===== config.mk =====
export PLATFORM = sky130hd
export DESIGN_NAME = rssd_datapath
export DESIGN_NICKNAME = d
export VERILOG_FILES = /design/src/rssd_pkg.sv /design/src/rssd_alu_if.sv /design/src/rssd_sub_alu.sv /design/src/rssd_datapath.sv
export SDC_FILE = /design/constraint.sdc
export NUM_CORES = 1
export LEC_CHECK = 0
export ABC_CLOCK_PERIOD_IN_PS = 5700
export BUFFER_PORTS_ARGS = -buffer_cell sky130_fd_sc_hd__buf_4
export CAP_MARGIN = 20
export CORE_ASPECT_RATIO = 1.75
export CORE_MARGIN = 3
export CORE_UTILIZATION = 35
export DETAILED_ROUTE_END_ITERATION = 6
export PLACE_DENSITY = 0.57
export RECOVER_POWER = 100
export SYNTH_ARGS = -nofsm -noshare
export SYNTH_HDL_FRONTEND = slang
export SYNTH_SLANG_ARGS = --single-unit

===== constraint.sdc =====
create_clock -name clk_sys -period 5.7 [get_ports clk_sys]
set_input_delay 0.855 -clock clk_sys [delete_from_list [all_inputs] [get_ports clk_sys]]
set_output_delay 0.855 -clock clk_sys [all_outputs]
set_load 0.05 [all_outputs]

===== src/rssd_pkg.sv =====
package rssd_pkg;

  localparam int DATA_W = 8;
  localparam int MSB = 7;
  localparam int LSB = 0;
  localparam int BIT_SEL_W = 3;
  localparam logic [7:0] ACC_RST = 8'h00;
  localparam logic [7:0] SET_BYTE_VALUE = 8'hFF;
  localparam logic [7:0] ONE = 8'h01;
  localparam int SKIP_CYCLES = 2;
  localparam int NORMAL_CYCLES = 1;

  typedef enum logic [4:0] {
    OP_NONE,
    OP_ROTATE_LEFT_VIA_CY_MEM,
    OP_ROTATE_LEFT_VIA_CY_TO_ACC,
    OP_ROTATE_RIGHT_MEM,
    OP_ROTATE_RIGHT_TO_ACC,
    OP_ROTATE_RIGHT_VIA_CARRY_MEM,
    OP_ROTATE_RIGHT_VIA_CARRY_TO_ACC,
    OP_SUB_BORROW_TO_ACCUMULATOR,
    OP_SUB_BORROW_TO_MEMORY,
    OP_SUBTRACT_TO_ACC,
    OP_SUBTRACT_TO_MEMORY,
    OP_SUBTRACT_IMMEDIATE,
    OP_DECREMENT_SKIP_ZERO,
    OP_DECREMENT_TO_ACC_SKIP_ZERO,
    OP_SET_BYTE,
    OP_SET_BIT,
    OP_INCREMENT_SKIP_ZERO,
    OP_INCREMENT_TO_ACC_SKIP_ZERO,
    OP_BIT_TEST_SKIP_SET,
    OP_NIBBLE_SWAP_MEM,
    OP_NIBBLE_EXCHANGE_TO_ACC
  } rssd_op_e;

endpackage : rssd_pkg


===== src/rssd_alu_if.sv =====
interface rssd_alu_if;
  logic [7:0] acc;
  logic [7:0] mem;
  logic carry_in;
  logic [7:0] sum;
  logic carry_out;
  logic nibble_carry;
  logic sign_error;

  modport core (output acc, output mem, output carry_in, input sum, input carry_out, input nibble_carry,
    input sign_error);
  modport alu (input acc, input mem, input carry_in, output sum, output carry_out, output nibble_carry,
    output sign_error);
endinterface : rssd_alu_if


===== src/rssd_sub_alu.sv =====
module rssd_sub_alu (
  rssd_alu_if.alu port
);

  logic [4:0] low;
  logic [8:0] full;
  logic [7:0] inv;

  // Subtraction is an add of the inverted operand; carry set means no borrow.
  always_comb begin
    inv = ~port.mem;
    low = {1'b0, port.acc[3:0]} + {1'b0, inv[3:0]} + {4'h0, port.carry_in};
    full = {1'b0, port.acc} + {1'b0, inv} + {8'h00, port.carry_in};
    port.sum = full[7:0];
    port.carry_out = full[8];
    port.nibble_carry = low[4];
    port.sign_error = (port.acc[7] == inv[7]) && (full[7] != port.acc[7]);
  end

endmodule : rssd_sub_alu


===== src/rssd_datapath.sv =====
// Notes on behaviour
// - Rotate memory left through carry, carry only.
// - Left rotate via carry into accumulator.
// - Rotate memory right, no flags.
// - Rotate right into accumulator, no flags.
// - Rotate memory right through carry, carry only.
// - Right rotate via carry into accumulator.
// - Subtract with borrow, four flags updated.
// - Subtract memory byte, four flags updated.
// - Subtract immediate into accumulator, flags updated.
// - Decrement memory, skip when zero.
// - Decrement into accumulator, skip when zero.
// - Skip discards prefetch, adds one dummy cycle.
// - Set byte writes all ones.
// - Set bit sets only selected bit.
// - Increment memory, skip when zero.
// - Increment into accumulator, skip when zero.
// - Bit test skips when bit set.
// - Swap memory nibbles in place.
// - Nibble exchange into accumulator.
module rssd_datapath (
  // Clock and reset
  input wire logic clk_sys,
  input wire logic rst,
  // Instruction issue
  input wire logic op_valid,
  input wire rssd_pkg::rssd_op_e op_code,
  input wire logic [7:0] mem_rdata,
  input wire logic [7:0] imm_data,
  input wire logic [2:0] bit_sel,
  // Memory write
  output logic mem_we,
  output logic [7:0] mem_wdata,
  // Architectural state
  output logic [7:0] acc,
  output logic carry_flag,
  output logic zero_flag,
  output logic nibble_carry_flag,
  output logic sign_error_flag,
  // Sequencing
  output logic skip_flush,
  output logic busy
);

  rssd_alu_if alu_bus ();

  logic [7:0] next_acc;
  logic next_carry_flag;
  logic next_zero_flag;
  logic next_nibble_carry_flag;
  logic next_sign_error_flag;
  logic next_mem_we;
  logic [7:0] next_mem_wdata;
  logic next_skip_flush;
  logic next_busy;
  logic [7:0] dec_val;
  logic [7:0] inc_val;
  // A net, because each bit of the mask is driven by its own generate branch.
  wire logic [7:0] bit_mask;
  logic skip_cond;

  rssd_sub_alu u_alu (
    .port(alu_bus)
  );

  assign dec_val = mem_rdata - rssd_pkg::ONE;
  assign inc_val = mem_rdata + rssd_pkg::ONE;

  genvar gi;
  generate
    for (gi = 0; gi < rssd_pkg::DATA_W; gi++) begin : g_mask
      assign bit_mask[gi] = (bit_sel == 3'(gi));
    end
  endgenerate

  // Operand selection for the shared subtractor.
  always_comb begin
    alu_bus.acc = acc;
    alu_bus.mem = (op_code == rssd_pkg::OP_SUBTRACT_IMMEDIATE) ? imm_data : mem_rdata;
    case (op_code)
      rssd_pkg::OP_SUB_BORROW_TO_ACCUMULATOR,
      rssd_pkg::OP_SUB_BORROW_TO_MEMORY: alu_bus.carry_in = carry_flag;
      default: alu_bus.carry_in = 1'b1;
    endcase
  end

  // The skip dummy cycle holds busy high so the sequencer refuses a new op.
  always_comb begin
    next_acc = acc;
    next_carry_flag = carry_flag;
    next_zero_flag = zero_flag;
    next_nibble_carry_flag = nibble_carry_flag;
    next_sign_error_flag = sign_error_flag;
    next_mem_we = 1'b0;
    next_mem_wdata = mem_wdata;
    next_skip_flush = 1'b0;
    next_busy = 1'b0;
    skip_cond = 1'b0;
    if (op_valid && !busy) begin
      case (op_code)
        rssd_pkg::OP_ROTATE_LEFT_VIA_CY_MEM: begin
          next_mem_we = 1'b1;
          next_mem_wdata = {mem_rdata[6:0], carry_flag};
          next_carry_flag = mem_rdata[rssd_pkg::MSB];
        end
        rssd_pkg::OP_ROTATE_LEFT_VIA_CY_TO_ACC: begin
          next_acc = {mem_rdata[6:0], carry_flag};
          next_carry_flag = mem_rdata[rssd_pkg::MSB];
        end
        rssd_pkg::OP_ROTATE_RIGHT_MEM: begin
          next_mem_we = 1'b1;
          next_mem_wdata = {mem_rdata[rssd_pkg::LSB], mem_rdata[7:1]};
        end
        rssd_pkg::OP_ROTATE_RIGHT_TO_ACC: begin
          next_acc = {mem_rdata[rssd_pkg::LSB], mem_rdata[7:1]};
        end
        rssd_pkg::OP_ROTATE_RIGHT_VIA_CARRY_MEM: begin
          next_mem_we = 1'b1;
          next_mem_wdata = {carry_flag, mem_rdata[7:1]};
          next_carry_flag = mem_rdata[rssd_pkg::LSB];
        end
        rssd_pkg::OP_ROTATE_RIGHT_VIA_CARRY_TO_ACC: begin
          next_acc = {carry_flag, mem_rdata[7:1]};
          next_carry_flag = mem_rdata[rssd_pkg::LSB];
        end
        rssd_pkg::OP_SUB_BORROW_TO_ACCUMULATOR,
        rssd_pkg::OP_SUBTRACT_TO_ACC,
        rssd_pkg::OP_SUBTRACT_IMMEDIATE: begin
          next_acc = alu_bus.sum;
          next_carry_flag = alu_bus.carry_out;
          next_zero_flag = (alu_bus.sum == 8'h00);
          next_nibble_carry_flag = alu_bus.nibble_carry;
          next_sign_error_flag = alu_bus.sign_error;
        end
        rssd_pkg::OP_SUB_BORROW_TO_MEMORY,
        rssd_pkg::OP_SUBTRACT_TO_MEMORY: begin
          next_mem_we = 1'b1;
          next_mem_wdata = alu_bus.sum;
          next_carry_flag = alu_bus.carry_out;
          next_zero_flag = (alu_bus.sum == 8'h00);
          next_nibble_carry_flag = alu_bus.nibble_carry;
          next_sign_error_flag = alu_bus.sign_error;
        end
        rssd_pkg::OP_DECREMENT_SKIP_ZERO: begin
          next_mem_we = 1'b1;
          next_mem_wdata = dec_val;
          skip_cond = (dec_val == 8'h00);
        end
        rssd_pkg::OP_DECREMENT_TO_ACC_SKIP_ZERO: begin
          next_acc = dec_val;
          skip_cond = (dec_val == 8'h00);
        end
        rssd_pkg::OP_SET_BYTE: begin
          next_mem_we = 1'b1;
          next_mem_wdata = rssd_pkg::SET_BYTE_VALUE;
        end
        rssd_pkg::OP_SET_BIT: begin
          next_mem_we = 1'b1;
          next_mem_wdata = mem_rdata | bit_mask;
        end
        rssd_pkg::OP_INCREMENT_SKIP_ZERO: begin
          next_mem_we = 1'b1;
          next_mem_wdata = inc_val;
          skip_cond = (inc_val == 8'h00);
        end
        rssd_pkg::OP_INCREMENT_TO_ACC_SKIP_ZERO: begin
          next_acc = inc_val;
          skip_cond = (inc_val == 8'h00);
        end
        rssd_pkg::OP_BIT_TEST_SKIP_SET: begin
          skip_cond = |(mem_rdata & bit_mask);
        end
        rssd_pkg::OP_NIBBLE_SWAP_MEM: begin
          next_mem_we = 1'b1;
          next_mem_wdata = {mem_rdata[3:0], mem_rdata[7:4]};
        end
        rssd_pkg::OP_NIBBLE_EXCHANGE_TO_ACC: begin
          next_acc = {mem_rdata[3:0], mem_rdata[7:4]};
        end
        default: begin
          next_mem_we = 1'b0;
        end
      endcase
      next_skip_flush = skip_cond;
      next_busy = skip_cond;
    end
  end

  always_ff @(posedge clk_sys or posedge rst) begin
    if (rst) begin
      acc <= rssd_pkg::ACC_RST;
      carry_flag <= 1'b0;
      zero_flag <= 1'b0;
      nibble_carry_flag <= 1'b0;
      sign_error_flag <= 1'b0;
      mem_we <= 1'b0;
      mem_wdata <= 8'h00;
      skip_flush <= 1'b0;
      busy <= 1'b0;
    end else begin
      acc <= next_acc;
      carry_flag <= next_carry_flag;
      zero_flag <= next_zero_flag;
      nibble_carry_flag <= next_nibble_carry_flag;
      sign_error_flag <= next_sign_error_flag;
      mem_we <= next_mem_we;
      mem_wdata <= next_mem_wdata;
      skip_flush <= next_skip_flush;
      busy <= next_busy;
    end
  end

endmodule : rssd_datapath


==> flow_summary.yaml, run 1 <==
sta:
  worst_slew_margin_rel: 0.00452
  worstMarginPinSlew_ps: 1490
  post-route-period-util: 0.765
  fmax_mhz: 229
  setup_tns_ps: 0
  hold_viol: 0
  layout_setup_ws_ps: 1340
  setup_viol: 0
  rsz0062_at_grt: "no"
  finClkSkew_ps: 7.86
  drv_slew: 0
  period_minus_slack_ps: 4360
worst_hold_path:
  hold_class: "flip-flop to flip-flop"
clocking:
  cts_buffers: 3
  holdBufCountCts: 0
  cts_repair_resize_count: 0
  cts_max_level: 1
  clock_sinks: 22
  clockBufferDepth: 2
  post_cts_buffers: 0
  cts_root_buf: "clkbuf_16"
  cts_tree: "done"
  path_clk_slew_ps: 70
  clk_latency_ps: 270
worst_setup_path:
  crit_required_ps: 5880
  cp.arrival_ps: 4540
  critical_path_class: "input port to flip-flop"
  start_kind: "input port"
  crit_fanout: 28
  cp-end-kind: "flip-flop"
route:
  final_antenna_net_count: 0
  firstDrtPassIters: 5
  post_drt_wl_per_cell_um: 21.2
  avgViaCountPerCell: 6.19
  finalWirelength_um: 11500
  route.detailed.drc: 0
  vias: 3353
  drtIter0Drc: 246
finish:
  fillers: 913
  drive_above_1_share: 0.115
  postLayoutCoreUtil: 0.407
  fin_cells: 542
  fin_nets: 467
  diodes: 0
  area_growth_syn_to_layout_pct: 11.4
  design_area_um2: 3430
outcome:
  violations: "capacitance limit"
  status: "finished with violations"
floorplan:
  rows: 44
  die_h_um: 130
  die-area_um2: 10000
  io_pins: 50
  start_util: 0.366
  core_area_um2: 8420
  die_x_um: 76.9
yosys:
  syn_avg_cell_area_um2: 7.60
  syn_inst: 405
  synthTopCellsByArea: "dfrtp_1 (18%), nor2_1 (4.3%), ha_1 (4.1%), nand2_1 (4.0%), a21oi_1 (3.9%)"
  synth_fp_nets: 444
  synth_compound_area_frac: 0.347
  synth_top_family_by_area: "compound AO/OA/AOI/OAI gates"
  async_reset_ff_frac: 1.00
  synth-seq-area-share: 0.179
  yosys-mux-area-fraction: 0.0402
  yosysTopAreaCellShare: 0.179
  synth-simple-area-share: 0.265
  syn_area_um2: 3080
  synth_top_cell_by_area: "dfrtp_1"
  synth-edff-count: 0
  ys_types: 71
  yosysWarnings: 0
  ys_ff_latch: 22
  synthAdderAreaFrac: 0.0536
  synthXorXnorAreaFrac: 0.0370
  synth-main-ff-cell: "dfrtp_1"
global_routing:
  grtUsageTotal: 0.229
  grt_pass1_wl_um: 18100
  grt_max_degree: 29
  grt_remaining_overflow: 0
  antenna_found_initial: 0
  grt_pass1_vias: 3243
run:
  cap_violations: 1
place:
  portBuffers: 49
  placed_area_um2: 3420
  place_hpwl_um: 8800
  gp_congestion: 0.982
  dpl_worst_slack_ps: 1780
  dp.cells: 538
pwr:
  ir_drop_mv: 0.0992
  p_leak_nw: 1.28
  powerDensity_nw_per_um2: 281
-- worst paths after layout --
check / start / slack, ps / to / cells after the start
setup / recovery: op_code[0] / 1340 / zero_flag / 13
hold / removal: sign_error_flag / 490 / sign_error_flag / 2
setup reg to reg: carry_flag / 2880 / acc[6] / 9
hold reg to reg: sign_error_flag / 490 / sign_error_flag / 2
max in group asynchronous: rst / 4370 / zero_flag / 2
min in group asynchronous: rst / 780 / acc[3] / 2
-- cells by family after synthesis --
| group | Yosys count |
|---|---|
| adders and majority gates | 12 |
| muxes | 12 |
| DFF | 22 |
| buffers and inverters | 49 |
| AOI/OAI and AO/OA | 147 |
| xor gates and xnor gates | 13 |
| and+or+nand+nor | 150 |
-- per-stage QoR --
stage               hold WS (ps)  power (mW)
CTS                          495       0.999
detailed placement           480       0.793
floorplan                    743       0.626
finish                       491       0.965
global placement             471       0.791
global route                 551        1.02
-- cells in the final DEF (no fill, tap or decap), drive strengths merged, types with 11 or more instances in the layout --
cell type	count
clkbuf	29
a21oi	25
inv	16
nor3	11
nand2	33
nor2b	12
a31oi	12
dfrtp	22
a221oi	11
nor2	36
buf	25
o21ai	26
-- state kept, by name (all words and copies together) (netlist names) --
name,count
mem_we,1
zero_flag,1
sign_error_flag,1
carry_flag,1
nibble_carry_flag,1
mem_wdata,8
busy,1
acc,8
-- power by group --
group	switching, mW	internal [mW]	leakage (nW)
Clock	0.0641	0.140	0.0511
Sequential	0.0320	0.195	0.270
Combinational	0.375	0.159	0.958
-- cells in the mapped netlist (all sizes together), types with 5 or more instances --
master	instances
nor2	36
nand2	33
o21ai	26
a21oi	25
dfrtp	22
buf	18
inv	16
clkbuf	15
a31oi	12
nor2b	12
a221oi	11
nor3	11
ha	10
nand3	10
a221o	9
mux2i	9
nand2b	9
nor3b	9
o22ai	8
xor2	7
o21a	6
xnor2	6
a211oi	5
and3	5
o211ai	5
or3b	5
-- metal layers --
| layer | vias up | wire length [µm] | GRT usage |
|---|---|---|---|
| li1 | 1598 | - | - |
| met1 | 1581 | 4270 | 0.260 |
| met2 | 136 | 5860 | 0.409 |
| met3 | 38 | 611 | 0.0214 |
| met4 | 0 | 750 | 0.149 |
| met5 | - | 0 | 0 |
-- worst max-delay path, stage by stage --
cell      delay [ps]
clkbuf_1         820
nand2_1          240
nor3_1           200
buf_4            230
o21ai_0          130
fa_1             460
fa_1             420
nor2b_1          170
o21ai_0          110
nand2b_1         130
xor2_1           120
or4_1            500
o21ai_0          150
-- area by class of cell --
cell class,instances,area [µm²],share of cell area
multi-input combinational,334,2280,0.665
sequential,22,551,0.161
timing repair buffer,51,289,0.0843
tap,115,144,0.0420
clock buffer,3,75.1,0.0219
inverter,16,60.1,0.0175
clock inverter,1,30.0,0.00876
No activity file was read; power rests on OpenSTA's default activity.
==> run 2: changes to the inputs <==
--- a/config.mk
+++ b/config.mk
@@ -5,14 +5,14 @@
 export SDC_FILE = /design/constraint.sdc
 export NUM_CORES = 1
 export LEC_CHECK = 0
-export ABC_CLOCK_PERIOD_IN_PS = 5700
+export ABC_CLOCK_PERIOD_IN_PS = 3500
 export BUFFER_PORTS_ARGS = -buffer_cell sky130_fd_sc_hd__buf_4
 export CAP_MARGIN = 20
 export CORE_ASPECT_RATIO = 1.75
 export CORE_MARGIN = 3
 export CORE_UTILIZATION = 35
 export DETAILED_ROUTE_END_ITERATION = 6
-export PLACE_DENSITY = 0.57
+export PLACE_DENSITY = 0.59
 export RECOVER_POWER = 100
 export SYNTH_ARGS = -nofsm -noshare
 export SYNTH_HDL_FRONTEND = slang
==> constraint.sdc (replaced) <==
create_clock -name clk_sys -period 3.5 [get_ports clk_sys]
set_input_delay 0.525 -clock clk_sys [delete_from_list [all_inputs] [get_ports clk_sys]]
set_output_delay 0.525 -clock clk_sys [all_outputs]
set_load 0.05 [all_outputs]
==> run 2 against run 1 <==
Compared with the run above:
- the run now ends clean
- cell count rose by 4.6%
- routed wire length rose by 1.5%
- count of clock-buffer cells in the layout did not move
==> flow_summary.yaml, run 2 (same netlist as run 1, synthesis figures left out) <==
pwr:
  powerDensity_nw_per_um2: 455
  p_leak_nw: 1.39
  power_mw: 1.64
  ir_drop_mv: 0.162
sta:
  drv_slew: 0
  hold-worst-slack_ps: 456
  period_minus_slack_ps: 3290
  finClkSkew_ps: 7.32
  worstMarginPinSlew_ps: 1070
  rsz0062_at_grt: "no"
  fmax_mhz: 304
  hold_viol: 0
  setup_viol: 0
  worst_slew_margin_rel: 0.286
  post-route-period-util: 0.940
global_routing:
  grt_pass1_vias: 3306
  grt_pass1_wl_um: 17900
  grtUsageTotal: 0.227
  antenna_found_initial: 0
  grt_max_degree: 24
  grt_remaining_overflow: 0
clocking:
  clk_latency_ps: 270
  holdBufCountCts: 0
  cts_buffers: 3
  cts_max_level: 1
  cts_repair_resize_count: 0
  path_clk_slew_ps: 60
  cts_root_buf: "clkbuf_16"
  clockBufferDepth: 2
  post_cts_buffers: 0
  cts_tree: "done"
  clock_sinks: 22
route:
  final_antenna_net_count: 0
  vias: 3556
  route.detailed.drc: 0
  post_drt_wl_per_cell_um: 20.6
  drtIter0Drc: 322
  firstDrtPassIters: 6
  avgViaCountPerCell: 6.27
  finalWirelength_um: 11700
worst_setup_path:
  critical_path_class: "input port to flip-flop"
  cp-end-kind: "flip-flop"
  start_kind: "input port"
  cp.arrival_ps: 3440
  crit_required_ps: 3650
  crit_fanout: 5
floorplan:
  die_x_um: 76.9
  die_h_um: 130
  die-area_um2: 10000
  io_pins: 50
  start_util: 0.366
  rows: 44
  core_area_um2: 8420
worst_hold_path:
  hold_class: "input port to asynchronous set/reset pin"
finish:
  top_regs: "acc: 8 flops, mem_wdata: 8 flops"
  final_cell_mix: "buf_4 (45), nor2_1 (35), nand2_1 (33), clkbuf_1 (27), o21ai_0 (25)"
  fin_nets: 492
  diodes: 0
  design_area_um2: 3600
  layout_commonest_cell: "buf_4"
  area_growth_syn_to_layout_pct: 17.0
  drive_above_1_share: 0.157
place:
  placed_area_um2: 3610
  portBuffers: 49
  gp_congestion: 0.982
  place_hpwl_um: 9030
run:
  cap_violations: 0
outcome:
  status: "complete, no violations"
==> run 2: stage by stage <==
step | TNS, ps | setup slack, ps | std cells | utilization
after CTS | 0 | 200 | 567 | 0.441
after floorplan | 0 | 127 | 405 | -
final | 0 | 211 | 567 | 0.428
after global routing | 0 | 16.0 | 567 | 0.428
after global placement | -16.0 | -16.0 | 563 | 0.429
after detailed placement | -65.0 | -53.2 | 563 | 0.429
==> run 2: final timing paths <==
| check | end | from | depth (start not counted) | slack (ps) |
|---|---|---|---|---|
| max | acc[6] | op_code[2] | 14 | 210 |
| min | mem_we | rst | 2 | 460 |
| max reg2reg | acc[6] | carry_flag | 9 | 760 |
| min reg2reg | zero_flag | zero_flag | 2 | 490 |
| max in group asynchronous | acc[5] | rst | 2 | 2500 |
| min in group clk_sys | zero_flag | zero_flag | 2 | 490 |
==> run 2: final cells by class <==
class,instances,area [µm²]
timing repair buffer,76,469
fill,922,4820
tap,115,144
clock buffer,3,75.1
multi-input combinational,334,2270
clock inverter,1,30.0
sequential,22,551
inverter,16,60.1
==> run 2: where the power goes <==
group / total (mW) / switching [mW] / internal [mW]
registers: 0.362 / 0.0453 / 0.317
logic: 0.947 / 0.640 / 0.307
clock network: 0.331 / 0.103 / 0.228
total: 1.64 / 0.789 / 0.852
==> run 2: critical path, stage by stage <==
cell and delay [ps]:
clkbuf_4 110, nand2b_1 140, nor3_1 370, buf_4 220
nand2_1 60, o21ai_0 100, fa_1 270, fa_1 240
nor2b_1 70, o31a_1 250, o21ai_0 140, or3b_1 400
and3_1 200, o32a_1 330
==> run 2: routing by layer <==
layer  global-route usage  part of all wire  up-vias
met1                0.249              0.37     1695
met5                    0                 0        -
met4                0.149             0.062        0
met3               0.0262             0.054       41
met2                0.411              0.51      174
li1                     -                 -     1646
==> run 3: changes to the inputs <==
--- a/config.mk
+++ b/config.mk
@@ -5,6 +5,7 @@
 export SDC_FILE = /design/constraint.sdc
 export NUM_CORES = 1
 export LEC_CHECK = 0
+export ABC_AREA = 1
 export ABC_CLOCK_PERIOD_IN_PS = 3500
 export BUFFER_PORTS_ARGS = -buffer_cell sky130_fd_sc_hd__buf_4
 export CAP_MARGIN = 20
==> run 3 against run 2 <==
Compared with the run above:
- via count rose by 2.3%
- sequential power rose by 3%
- first-iteration DRC count is 19% lower
- clock skew fell by 5.0 ps
- combinational power is 8.4% lower
- critical endpoint is now carry_flag
==> flow_summary.yaml, run 3 <==
outcome:
  status: "complete, no violations"
clocking:
  path_clk_slew_ps: 60
  cts_root_buf: "clkbuf_16"
  clk_latency_ps: 260
  holdBufCountCts: 0
  cts_max_level: 1
  clockBufferDepth: 2
  post_cts_buffers: 0
  clock_sinks: 22
  cts_repair_resize_count: 0
  cts_tree: "done"
  cts_buffers: 3
pwr:
  powerDensity_nw_per_um2: 452
  ir_drop_mv: 0.194
  power_mw: 1.57
  p_leak_nw: 1.81
global_routing:
  antenna_found_initial: 0
  grt_pass1_vias: 3598
  grt_pass1_wl_um: 18200
  grtUsageTotal: 0.235
  grt_remaining_overflow: 0
  grt_max_degree: 23
floorplan:
  die_h_um: 129
  die_x_um: 76.2
  core_area_um2: 8370
  rows: 44
  io_pins: 50
  die-area_um2: 9830
  start_util: 0.361
worst_setup_path:
  start_kind: "input port"
  cp-end-kind: "flip-flop"
  rrSetupSlack_ps: 1120
  critical_path_class: "input port to flip-flop"
  crit_buf_inv: 1
  path_common_cell: "nand2_1"
  crit_fanout: 9
  cp_slowest_cell: "fa_1"
  max_stage_delay_ps: 440
  critical_path.cell_chain: "buf_4, nand2_1, nor2_1, nand2_1, nor2_1, a21oi_1, fa_1, fa_1, nand3b_1, nand2_1, nand4_1, nand3_1, nand2_1, nand3_1, nand2_1, o21ai_0"
  crit_required_ps: 3680
  cp.arrival_ps: 3160
  worst_path_dominant_cell_family: "simple AND/OR/NAND/NOR gates"
yosys:
  ys_types: 31
  synth-main-ff-cell: "dfrtp_1"
  synth-simple-area-share: 0.512
  synth_top_cell_by_area: "nand2_1"
  synth_compound_area_frac: 0.113
  yosysTopAreaCellShare: 0.232
  synth.most_common_cell: "nand2_1"
  synthXorXnorAreaFrac: 0.0261
  synth-seq-area-share: 0.182
  syn_inst: 542
  syn_avg_cell_area_um2: 5.57
  ys_ff_latch: 22
  yosysWarnings: 0
  synth_common_cells: "nand2_1 (187), nor2_1 (66), nand3_1 (57)"
  synthAdderAreaFrac: 0.0547
  syn_area_um2: 3020
  synth-edff-count: 0
  synth_fp_nets: 581
  yosys-mux-area-fraction: 0.00373
  synthTopCellsByArea: "nand2_1 (23%), dfrtp_1 (18%), nand3_1 (9.4%), nor2_1 (8.2%), inv_1 (6.6%)"
  synth_top_family_by_area: "simple AND/OR/NAND/NOR gates"
  async_reset_ff_frac: 1.00
place:
  gp_congestion: 0.922
  portBuffers: 49
  place_hpwl_um: 9310
  dp.cells: 694
finish:
  drive_above_1_share: 0.0995
  layout_commonest_cell: "nand2_1"
  top_regs: "acc: 8 flops, mem_wdata: 8 flops"
  area_growth_syn_to_layout_pct: 14.7
  fin_cells: 698
  diodes: 0
  fin_nets: 623
  final_cell_mix: "nand2_1 (189), nor2_1 (67), nand3_1 (57), inv_1 (54), o21ai_0 (36)"
sta:
  worst_slew_margin_rel: 0.428
  finClkSkew_ps: 2.30
  post-route-period-util: 0.851
  fmax_mhz: 336
  drv_slew: 0
  setup_viol: 0
  rsz0062_at_grt: "no"
  worstMarginPinSlew_ps: 857
  hold_viol: 0
  setup_tns_ps: 0
  period_minus_slack_ps: 2980
route:
  avgViaCountPerCell: 5.21
  firstDrtPassIters: 6
  route.detailed.drc: 0
  post_drt_wl_per_cell_um: 16.4
  final_antenna_net_count: 0
  vias: 3639
  drtIter0Drc: 261
  finalWirelength_um: 11500
run:
  cap_violations: 0
worst_hold_path:
  hold_class: "input port to asynchronous set/reset pin"
==> run 3: cell types whose count changed in the layout (fill, tap and decap cells not counted), moves of 11 or more <==
cell      delta
nor2_1      +32
nand3_1     +47
buf_4       -18
a221oi_1    -11
inv_1       +38
a31oi_1     -11
nor2b_1     -11
o21ai_0     +11
nand2_1    +156
==> run 3: layout make-up <==
class	instances	area (µm²)
fillers	975	4900
multi-input cells	442	2130
flip-flops and latches	22	551
repair buffers	52	300
inverters	63	236
well taps	115	144
clock buffers	3	75.1
clock inverters	1	30.0
==> run 3: routing by layer <==
metal  GRT usage  up-vias  share of wire  wire, µm
met1       0.254     1655           0.39      4440
met5           0        -              0         0
met3      0.0259       44          0.044       508
li1            -     1811              -         -
met4       0.174        0          0.066       759
met2       0.422      129           0.50      5760
==> run 3: final timing paths <==
check / from / depth (start not counted) / end
worst min register to register: sign_error_flag / 2 / sign_error_flag
worst max-delay path: op_code[0] / 16 / carry_flag
worst max register to register: carry_flag / 11 / carry_flag
worst min-delay path: rst / 2 / mem_we
max in group asynchronous: rst / 2 / acc[6]
min in group clk_sys: sign_error_flag / 2 / sign_error_flag
==> run 3: power by group <==
group,switching [mW],internal (mW)
Combinational,0.642,0.226
Clock,0.101,0.228
Sequential,0.0534,0.319
Total,0.796,0.772
==> run 3: logic make-up after synthesis <==
| kind of cell | count (synthesis) |
|---|---|
| xor gates and xnor gates | 9 |
| DFF | 22 |
| buffers and inverters | 78 |
| adders and majority gates | 12 |
| muxes | 1 |
| AOI/OAI and AO/OA | 65 |
| and+or+nand+nor | 355 |
==> run 3: per-stage QoR <==
| step | instance area, µm² | utilization | setup slack (ps) | hold WS [ps] |
|---|---|---|---|---|
| after detailed placement | 3460 | 0.414 | 435 | 466 |
| after global placement | 3460 | 0.414 | 506 | 465 |
| after floorplan | 3020 | - | 515 | 514 |
| final | 3470 | 0.414 | 522 | 445 |
| after global routing | 3470 | 0.414 | 295 | 499 |
| after CTS | 3570 | 0.427 | 702 | 483 |
